===== config.mk =====
export PLATFORM = sky130hd
export DESIGN_NAME = dogag_decoder
export DESIGN_NICKNAME = d
export VERILOG_FILES = /design/src/shared/dogag_pkg.sv /design/src/shared/dogag_ptr_if.sv /design/src/hw/dogag_decoder.sv /design/src/hw/dogag_ptr_bank.sv
export SDC_FILE = /design/constraint.sdc
export NUM_CORES = 1
export LEC_CHECK = 0
export BUFFER_PORTS_ARGS = -buffer_cell sky130_fd_sc_hd__buf_2
export CORE_ASPECT_RATIO = 0.7
export CORE_UTILIZATION = 40
export CTS_BUF_LIST = sky130_fd_sc_hd__clkbuf_8
export DETAILED_ROUTE_END_ITERATION = 8
export PLACE_DENSITY_LB_ADDON = 0.15
export SLEW_MARGIN = 20
export SYNTH_ARGS = -nofsm -noshare
export SYNTH_HDL_FRONTEND = slang
export SYNTH_SLANG_ARGS = --single-unit

===== constraint.sdc =====
create_clock -name mclk -period 5.9 [get_ports mclk]
set_input_delay 1.18 -clock mclk [delete_from_list [all_inputs] [get_ports mclk]]
set_output_delay 1.18 -clock mclk [all_outputs]
set_load 0.01 [all_outputs]

===== src/shared/dogag_pkg.sv =====
// Constants, field layouts and types for the data operand address generator.
// Assumes a 16-bit instruction word, a second word for long forms, and a 12-bit data space.
package dogag_pkg;
	localparam int unsigned DADDR_W = 12; // Data memory address width
	localparam int unsigned FIELD_W = 8; // Operand field / data byte width
	localparam int unsigned BANK_W = 4; // Bank select width
	localparam int unsigned PTARGET_W = 20; // Program target width
	localparam int unsigned INSTR_W = 16; // Instruction word width
	localparam int unsigned NUM_PTR = 3; // Number of file pointers
	localparam int unsigned PSEL_W = 2; // Pointer select width
	localparam int unsigned KIND_W = 3; // Indirect location kind width
	localparam int unsigned PAGE_W = 7; // Indirect page tag width
	// Instruction field positions
	localparam int unsigned OPC_MSB = 15;
	localparam int unsigned OPC_LSB = 12;
	localparam int unsigned DBIT_POS = 9;
	localparam int unsigned ABIT_POS = 8;
	localparam int unsigned PSEL_LSB = 3;
	// Instruction classes
	localparam logic [3:0] OPC_INHERENT = 4'h0;
	localparam logic [3:0] OPC_LITERAL = 4'h1;
	localparam logic [3:0] OPC_BYTE_D = 4'h2;
	localparam logic [3:0] OPC_BYTE_TO_F = 4'h3;
	localparam logic [3:0] OPC_BYTE_TO_W = 4'h4;
	localparam logic [3:0] OPC_FULL_MOVE = 4'hC;
	localparam logic [3:0] OPC_BRANCH = 4'hE;
	// Access bank split and the two halves it maps to
	localparam logic [7:0] ACCESS_SPLIT = 8'h60;
	localparam logic [3:0] ACCESS_LO_BANK = 4'h0;
	localparam logic [3:0] ACCESS_HI_BANK = 4'hF;
	// Indirect operand port page: addr[11:5], pointer in addr[4:3], kind in addr[2:0]
	localparam logic [6:0] IND_PAGE = 7'h7F;
	localparam logic [1:0] PSEL_NONE = 2'h3;
	localparam logic [2:0] KIND_PLAIN = 3'h0;
	localparam logic [2:0] KIND_POSTINC = 3'h1;
	localparam logic [2:0] KIND_POSTDEC = 3'h2;
	localparam logic [2:0] KIND_PREINC = 3'h3;
	localparam logic [2:0] KIND_PLUSW = 3'h4;
	localparam logic [2:0] KIND_PTR_LO = 3'h5;
	localparam logic [2:0] KIND_PTR_HI = 3'h6;
	localparam logic [1:0] IDX_PTR = 2'h2; // Pointer used by indexed literal offset
	localparam logic [11:0] PTR_RESET = 12'h000;
	localparam logic [11:0] PTR_STEP = 12'h001;
	typedef logic [DADDR_W-1:0] dogag_addr_t;
	typedef logic [NUM_PTR-1:0][DADDR_W-1:0] dogag_ptrs_t;
	typedef enum logic [1:0] {DEST_NONE, DEST_WREG, DEST_FILE} dogag_dest_t;
endpackage : dogag_pkg


===== src/shared/dogag_ptr_if.sv =====
// Bundle between the decoder and its file pointer bank.
// Assumes both ends sit in the same clock domain.
`timescale 1ns/1ps
`default_nettype none
interface dogag_ptr_if;
	import dogag_pkg::*;
	logic [NUM_PTR-1:0] upd_en; // Auto update request per pointer
	dogag_ptrs_t upd_val; // Updated pointer values
	logic wr_en; // Explicit byte write to a pointer
	logic [PSEL_W-1:0] wr_sel; // Which pointer is written
	logic wr_hi; // High byte when set
	logic [FIELD_W-1:0] wr_data; // Byte written
	dogag_ptrs_t ptr; // Current pointer values
	modport bank (input upd_en, upd_val, wr_en, wr_sel, wr_hi, wr_data, output ptr);
	modport user (output upd_en, upd_val, wr_en, wr_sel, wr_hi, wr_data, input ptr);
endinterface : dogag_ptr_if
`default_nettype wire

===== src/hw/dogag_decoder.sv =====
// Operand address generator: turns an instruction into data addresses,
// literal or program target, destination choice and pointer updates.
// Assumes instruction words are valid when instr_valid is high, one per cycle.
`timescale 1ns/1ps
`default_nettype none

module dogag_decoder
(
	input wire logic mclk,
	input wire logic rst_b,
	input wire logic instr_valid,
	input wire logic [dogag_pkg::INSTR_W-1:0] instr_word,
	input wire logic [dogag_pkg::INSTR_W-1:0] ext_word,
	input wire logic [dogag_pkg::BANK_W-1:0] bank_select_value,
	input wire logic extended_set_enable,
	input wire logic [dogag_pkg::FIELD_W-1:0] wreg_value,
	input wire logic wb_en,
	input wire logic [dogag_pkg::DADDR_W-1:0] wb_addr,
	input wire logic [dogag_pkg::FIELD_W-1:0] wb_data,
	output logic op_valid,
	output logic [dogag_pkg::DADDR_W-1:0] src_addr,
	output logic src_is_file,
	output logic [dogag_pkg::DADDR_W-1:0] dst_addr,
	output dogag_pkg::dogag_dest_t dest_sel,
	output logic [dogag_pkg::FIELD_W-1:0] literal_value,
	output logic literal_valid,
	output logic [dogag_pkg::PTARGET_W-1:0] prog_target,
	output logic prog_target_valid,
	output logic indirect_access,
	output dogag_pkg::dogag_ptrs_t file_pointer
);
	import dogag_pkg::*;

	dogag_ptr_if pif(); // Link to pointer bank

	// Decoded fields
	logic [OPC_MSB-OPC_LSB:0] opc; // Instruction class
	logic [FIELD_W-1:0] field; // Low operand byte
	logic abit; // Bank bit
	logic dbit; // Destination bit
	dogag_addr_t raw_addr; // Address before indirection
	logic ind_hit; // Raw address is an indirect port
	logic [PSEL_W-1:0] ind_sel; // Pointer behind the port
	logic [KIND_W-1:0] ind_kind; // Port kind
	dogag_addr_t ind_ptr; // Selected pointer value
	dogag_addr_t w_ext; // Working register sign extended
	dogag_addr_t eff_addr; // Address after indirection
	dogag_addr_t idx_sum; // Indexed literal offset address

	// Registered outputs
	logic op_valid_q, op_valid_d;
	dogag_addr_t src_addr_q, src_addr_d;
	logic src_is_file_q, src_is_file_d;
	dogag_addr_t dst_addr_q, dst_addr_d;
	dogag_dest_t dest_sel_q, dest_sel_d;
	logic [FIELD_W-1:0] literal_q, literal_d;
	logic literal_valid_q, literal_valid_d;
	logic [PTARGET_W-1:0] target_q, target_d;
	logic target_valid_q, target_valid_d;
	logic indirect_q, indirect_d;

	dogag_ptr_bank u_ptr_bank
	(
		.mclk(mclk),
		.rst_b(rst_b),
		.pif(pif.bank)
	);

	assign file_pointer = pif.ptr;

	// Field extraction and direct address forming
	always_comb
	begin
		opc = instr_word[OPC_MSB:OPC_LSB];
		field = instr_word[FIELD_W-1:0];
		abit = instr_word[ABIT_POS];
		dbit = instr_word[DBIT_POS];
		idx_sum = pif.ptr[IDX_PTR] + DADDR_W'(field);
		if (opc == OPC_FULL_MOVE)
			raw_addr = instr_word[DADDR_W-1:0];
		else if (abit)
			raw_addr = {bank_select_value, field};
		else if (extended_set_enable && field < ACCESS_SPLIT)
			raw_addr = idx_sum;
		else if (field < ACCESS_SPLIT)
			raw_addr = {ACCESS_LO_BANK, field};
		else
			raw_addr = {ACCESS_HI_BANK, field};
	end

	// Indirect port detection; an indexed address is also checked, so it may chain
	always_comb
	begin
		ind_sel = raw_addr[PSEL_LSB+PSEL_W-1:PSEL_LSB];
		ind_kind = raw_addr[KIND_W-1:0];
		ind_hit = raw_addr[DADDR_W-1:DADDR_W-PAGE_W] == IND_PAGE && ind_sel != PSEL_NONE
			&& ind_kind <= KIND_PLUSW;
		ind_ptr = (ind_sel == PSEL_NONE) ? PTR_RESET : pif.ptr[ind_sel];
		w_ext = {{(DADDR_W-FIELD_W){wreg_value[FIELD_W-1]}}, wreg_value};
		eff_addr = raw_addr;
		pif.upd_en = '0;
		pif.upd_val = pif.ptr;
		// Only addressing classes may step a pointer; an unknown class must leave every pointer alone
		if (instr_valid && ind_hit && (opc == OPC_BYTE_D || opc == OPC_BYTE_TO_F || opc == OPC_BYTE_TO_W
			|| opc == OPC_FULL_MOVE))
		begin
			eff_addr = ind_ptr;
			unique case (ind_kind)
				KIND_POSTINC:
				begin
					// Access uses the old value; the bank holds the advanced one next cycle
					pif.upd_en[ind_sel] = 1'b1;
					pif.upd_val[ind_sel] = ind_ptr + PTR_STEP;
				end
				KIND_POSTDEC:
				begin
					pif.upd_en[ind_sel] = 1'b1;
					pif.upd_val[ind_sel] = ind_ptr - PTR_STEP;
				end
				KIND_PREINC:
				begin
					eff_addr = ind_ptr + PTR_STEP;
					pif.upd_en[ind_sel] = 1'b1;
					pif.upd_val[ind_sel] = ind_ptr + PTR_STEP;
				end
				KIND_PLUSW:
				begin
					// Offset access leaves the pointer itself alone
					eff_addr = ind_ptr + w_ext;
				end
				default:
				begin
					eff_addr = ind_ptr;
				end
			endcase
		end
	end

	// Ordinary result writes to pointer locations load the pointer bytes
	always_comb
	begin
		pif.wr_sel = wb_addr[PSEL_LSB+PSEL_W-1:PSEL_LSB];
		pif.wr_hi = wb_addr[KIND_W-1:0] == KIND_PTR_HI;
		pif.wr_data = wb_data;
		pif.wr_en = wb_en && wb_addr[DADDR_W-1:DADDR_W-PAGE_W] == IND_PAGE && pif.wr_sel != PSEL_NONE
			&& (wb_addr[KIND_W-1:0] == KIND_PTR_LO || pif.wr_hi);
	end

	// Next values of the issued operation
	always_comb
	begin
		op_valid_d = instr_valid;
		src_addr_d = src_addr_q;
		src_is_file_d = 1'b0;
		dst_addr_d = dst_addr_q;
		dest_sel_d = DEST_NONE;
		literal_d = literal_q;
		literal_valid_d = 1'b0;
		target_d = target_q;
		target_valid_d = 1'b0;
		indirect_d = 1'b0;
		if (instr_valid)
		begin
			unique case (opc)
				OPC_INHERENT:
				begin
					// Acts on the device as a whole; nothing to address
					dest_sel_d = DEST_NONE;
				end
				OPC_LITERAL:
				begin
					literal_d = field;
					literal_valid_d = 1'b1;
					dest_sel_d = DEST_WREG;
				end
				OPC_BYTE_D:
				begin
					src_addr_d = eff_addr;
					src_is_file_d = 1'b1;
					indirect_d = ind_hit;
					dst_addr_d = eff_addr;
					dest_sel_d = dbit ? DEST_FILE : DEST_WREG;
				end
				OPC_BYTE_TO_F:
				begin
					src_addr_d = eff_addr;
					src_is_file_d = 1'b1;
					indirect_d = ind_hit;
					dst_addr_d = eff_addr;
					dest_sel_d = DEST_FILE;
				end
				OPC_BYTE_TO_W:
				begin
					src_addr_d = eff_addr;
					src_is_file_d = 1'b1;
					indirect_d = ind_hit;
					dest_sel_d = DEST_WREG;
				end
				OPC_FULL_MOVE:
				begin
					// Both ends are full addresses; the bank value plays no part
					src_addr_d = eff_addr;
					src_is_file_d = 1'b1;
					indirect_d = ind_hit;
					dst_addr_d = ext_word[DADDR_W-1:0];
					dest_sel_d = DEST_FILE;
				end
				OPC_BRANCH:
				begin
					target_d = {ext_word[PTARGET_W-FIELD_W-1:0], field};
					target_valid_d = 1'b1;
				end
				default:
				begin
					// Unknown class is not issued: op_valid goes low, no effect
					op_valid_d = 1'b0;
				end
			endcase
		end
	end

	// Output registers
	always_ff @(posedge mclk or negedge rst_b)
	begin
		if (!rst_b)
		begin
			op_valid_q <= 1'b0;
			src_addr_q <= PTR_RESET;
			src_is_file_q <= 1'b0;
			dst_addr_q <= PTR_RESET;
			dest_sel_q <= DEST_NONE;
			literal_q <= '0;
			literal_valid_q <= 1'b0;
			target_q <= '0;
			target_valid_q <= 1'b0;
			indirect_q <= 1'b0;
		end
		else
		begin
			op_valid_q <= op_valid_d;
			src_addr_q <= src_addr_d;
			src_is_file_q <= src_is_file_d;
			dst_addr_q <= dst_addr_d;
			dest_sel_q <= dest_sel_d;
			literal_q <= literal_d;
			literal_valid_q <= literal_valid_d;
			target_q <= target_d;
			target_valid_q <= target_valid_d;
			indirect_q <= indirect_d;
		end
	end

	assign op_valid = op_valid_q;
	assign src_addr = src_addr_q;
	assign src_is_file = src_is_file_q;
	assign dst_addr = dst_addr_q;
	assign dest_sel = dest_sel_q;
	assign literal_value = literal_q;
	assign literal_valid = literal_valid_q;
	assign prog_target = target_q;
	assign prog_target_valid = target_valid_q;
	assign indirect_access = indirect_q;
endmodule : dogag_decoder
`default_nettype wire


===== src/hw/dogag_ptr_bank.sv =====
// File pointer registers, one per pointer, with auto update and byte writes.
// Assumes the decoder never asks two updates of one pointer in one cycle.
`timescale 1ns/1ps
`default_nettype none
module dogag_ptr_bank
(
	input wire logic mclk,
	input wire logic rst_b,
	dogag_ptr_if.bank pif
);
	import dogag_pkg::*;

	for (genvar i = 0; i < NUM_PTR; i++)
	begin : g_ptr
		dogag_addr_t ptr_q; // Pointer value
		dogag_addr_t ptr_d; // Next pointer value

		// Explicit writes come last so the byte software writes beats an auto step; the other byte takes the stepped value
		always_comb
		begin
			ptr_d = ptr_q;
			if (pif.upd_en[i])
			begin
				ptr_d = pif.upd_val[i];
			end
			if (pif.wr_en && pif.wr_sel == PSEL_W'(i))
			begin
				if (pif.wr_hi)
				begin
					ptr_d[DADDR_W-1:FIELD_W] = pif.wr_data[DADDR_W-FIELD_W-1:0];
				end
				else
				begin
					ptr_d[FIELD_W-1:0] = pif.wr_data;
				end
			end
		end

		// Pointer storage
		always_ff @(posedge mclk or negedge rst_b)
		begin
			if (!rst_b)
				ptr_q <= PTR_RESET;
			else
				ptr_q <= ptr_d;
		end

		assign pif.ptr[i] = ptr_q;
	end
endmodule : dogag_ptr_bank
`default_nettype wire


==> impl_metrics.env <==
export IMPL_status="completed"
export IMPL_period_share=0.9191
export IMPL_powerDensity_nw_per_um2=205.2
export IMPL_setup_violations_final=0
export IMPL_pre_cts_slack_ns=0.1475
export IMPL_crit_required_ns=6.19
export IMPL_yosysMostFrequentCell="nand2_1"
export IMPL_fmax_mhz=184.4
export IMPL_synth_warning_count=0
export IMPL_cts_max_level=3
export IMPL_grt_ovfl_total=0
export IMPL_die_h_um=109.7
export IMPL_clk_latency_ns=0.38
export IMPL_yosys_area_share_simple=0.2302
export IMPL_syn_nets=891
export IMPL_worstSetupPathType="in2reg"
export IMPL_multi_input_area_um2=4006
export IMPL_vdd_drop_max_mv=0.09687
export IMPL_setup_tns_ns=0
export IMPL_hold_viol=0
export IMPL_synth_top_family_by_area="simple AND/OR/NAND/NOR gates"
export IMPL_place_gp_congestion=0.9612
export IMPL_synth_top_area_frac=0.3585
export IMPL_grt_pass1_vias=5929
export IMPL_cts_sinks=95
export IMPL_finClkSkew_ns=0.01904
export IMPL_design_area_um2=8044
export IMPL_synth_top_cells_by_count="nand2_1 (165), dfrtp_1 (95), o21ai_0 (68), nor2_1 (55), mux2i_1 (44)"
export IMPL_hpwl_um=17280
export IMPL_via_count=6635
export IMPL_avgSynthCellArea_um2=8.269
export IMPL_area_growth_pct=21.30
export IMPL_critPathLaunchType="input port"
export IMPL_final_cell_count_no_fill=1194
export IMPL_drc=0
export IMPL_dieArea_um2=17110
export IMPL_nNetsFinal=1060
export IMPL_worstPathArrival_ns=5.71
export IMPL_synth_compound_area_share=0.2085
export IMPL_ys_ff_latch=95
export IMPL_diodes=0
export IMPL_hold_start="literal_value[3]"
export IMPL_synth_async_sr_flop_share=1.000
export IMPL_p_leak_uw=0.004142
export IMPL_end_kind="flop"
export IMPL_syn_cell_area_um2=6631
export IMPL_start_util=0.4188
export IMPL_rows=38
export IMPL_grtUsageTotal=0.2582
export IMPL_synth_fa_ha_area_frac=0.04302
export IMPL_portBuffers=159
export IMPL_ys_seq_area_frac=0.3585
export IMPL_rsz0062_at_grt="no"
export IMPL_nFillCells=1612
export IMPL_cap_viol_max_count=0
export IMPL_ant_nets=0
export IMPL_drv_slew=0
export IMPL_muxShareOfSynthArea=0.08509
export IMPL_syn_inst=802
export IMPL_seq_area_um2=2377
export IMPL_antenna_found_initial=0
export IMPL_drive_gt1_frac=0.2464
export IMPL_synth_edf_count=0
export IMPL_clk_pin_slew_ns=0.09
export IMPL_grt_pass1_wl_um=33500
export IMPL_postCtsSetupRepairBufs=0
export IMPL_hold_worst_slack_ns=0.4739
export IMPL_core_um2=15830
export IMPL_worst_pin_slew_ns=0.9805
export IMPL_grt_max_degree=59
export IMPL_yosys_top_cells_area="dfrtp_1 (36%), nand2_1 (9.3%), mux2i_1 (6.6%)"
export IMPL_drt_pass1_iter_count=5
export IMPL_period_needed_ns=5.423
export IMPL_yosysUniqueCellTypes=73
export IMPL_synthXorXnorAreaFrac=0.03566
export IMPL_die_w_um=155.9
export IMPL_maxSlewHeadroom=0.3409
export IMPL_ctsLongestPathBuffers=2
export IMPL_wirelength_um=21760
export IMPL_ys_flop_type="dfrtp_1"
export IMPL_min_path_type="reg2reg"
export IMPL_setup_slack_ns=0.4771
export IMPL_crit_start="instr_word[0]"
export IMPL_cts_inserted_buffers=9
export IMPL_io_pins=164
export IMPL_via_per_inst=5.557
export IMPL_hold_buffers=0
export IMPL_wl_per_cell_um=18.22
export IMPL_cts_resized=0
export IMPL_clock_root_buffer="clkbuf_8"
export IMPL_drt_iter0_drc=570
export IMPL_path_max_fanout=5
export IMPL_netlist_top_cell_by_area="dfrtp_1"
export IMPL_dp_cells=1180
export IMPL_cts_tree="done"
export IMPL_placed_area_um2=7836
export IMPL_crit_reg2reg_launch="u_ptr_bank.g_ptr[2].ptr_q[0]"
## where the power goes
part	switching [µW]	leakage, µW	internal [µW]
clock	245	0.0000978	236
combinational	239	0.00281	160
sequential	39.7	0.00123	730
## cells by family after synthesis
kind of cell | after synthesis
AOI/OAI and AO/OA | 208
xor gates and xnor gates | 27
adders and majority gates | 22
buffers and inverters | 64
DFF | 95
muxes | 55
and+or+nand+nor | 331
## placed cells by master (no fill, tap or decap), types with 7 or more instances in the layout
cell type | Yosys | final
nand2_1 | 165 | 165
buf_2 | 9 | 158
dfrtp_1 | 95 | 95
o21ai_0 | 68 | 67
nor2_1 | 55 | 55
mux2i_1 | 44 | 44
buf_4 | 2 | 39
a21oi_1 | 36 | 36
inv_1 | 24 | 24
nand3_1 | 19 | 19
ha_1 | 18 | 18
nor3_1 | 17 | 17
xnor2_1 | 16 | 16
and3_1 | 14 | 14
o31ai_1 | 14 | 13
mux2_2 | 11 | 11
xor2_1 | 11 | 11
and2_1 | 10 | 10
a22oi_1 | 9 | 9
nand4_1 | 9 | 9
clkbuf_8 | 0 | 9
a21o_1 | 8 | 8
a31oi_1 | 7 | 7
a22o_1 | 7 | 7
## worst paths after layout
| path | endpoint | slack, ns | depth (start not counted) |
|---|---|---|---|
| max in group asynchronous | prog_target[1] | 4.01 | 2 |
| worst min register to register | literal_value[3] | 0.47 | 2 |
| min in group asynchronous | u_ptr_bank.g_ptr[1].ptr_q[4] | 0.88 | 1 |
| worst max register to register | dst_addr[10] | 0.90 | 19 |
| worst max-delay path | dst_addr[10] | 0.48 | 20 |
| worst min-delay path | literal_value[3] | 0.47 | 2 |
## per-stage QoR
step                  util  power [µW]
detailed placement  0.4949        1183
global route        0.5081        1742
finish              0.5081        1650
floorplan                -       988.6
global placement    0.4945        1178
CTS                 0.5081        1669
## critical path: stages
cell       delay [ns]
buf_2            0.11
ha_1             0.17
inv_1            0.06
fa_1             0.39
nand2b_1         0.17
a21oi_1          0.23
xnor2_1          0.17
o21ai_2          0.24
a2bb2oi_1        0.23
inv_1            0.15
ha_1             0.26
fa_1             0.43
nor2_1           0.13
o221ai_1         0.15
a21oi_1          0.25
a311oi_1         0.12
a2111o_1         0.43
and2_1           0.16
or4_1            0.48
a32oi_1          0.19
## state kept, by name (all words and copies together), names as in the netlist
register and cells:
prog_target 20, src_addr 12, src_is_file 1, prog_target_valid 1
u_ptr_bank.g_ptr.ptr_q 36, indirect_access 1, literal_valid 1, literal_value 8
op_valid 1, dest_sel 2, dst_addr 12
## per-layer routing
layer	GRT usage	vias to the layer above	part of all wire
met3	0.07134	21	0.094
met2	0.3565	266	0.40
met4	0.05812	0	0.012
met5	0	-	0
met1	0.3906	3113	0.49
li1	-	3235	-
## cell type report
| cell class | instances | share of cell area |
|---|---|---|
| clock buffers | 9 | 0.01540 |
| clock inverters | 5 | 0.01042 |
| inverters | 25 | 0.01167 |
| multi-input cells | 643 | 0.4981 |
| flip-flops and latches | 95 | 0.2955 |
| well taps | 220 | 0.03422 |
| repair buffers | 197 | 0.1347 |
(Power assumes the default switching activity.)
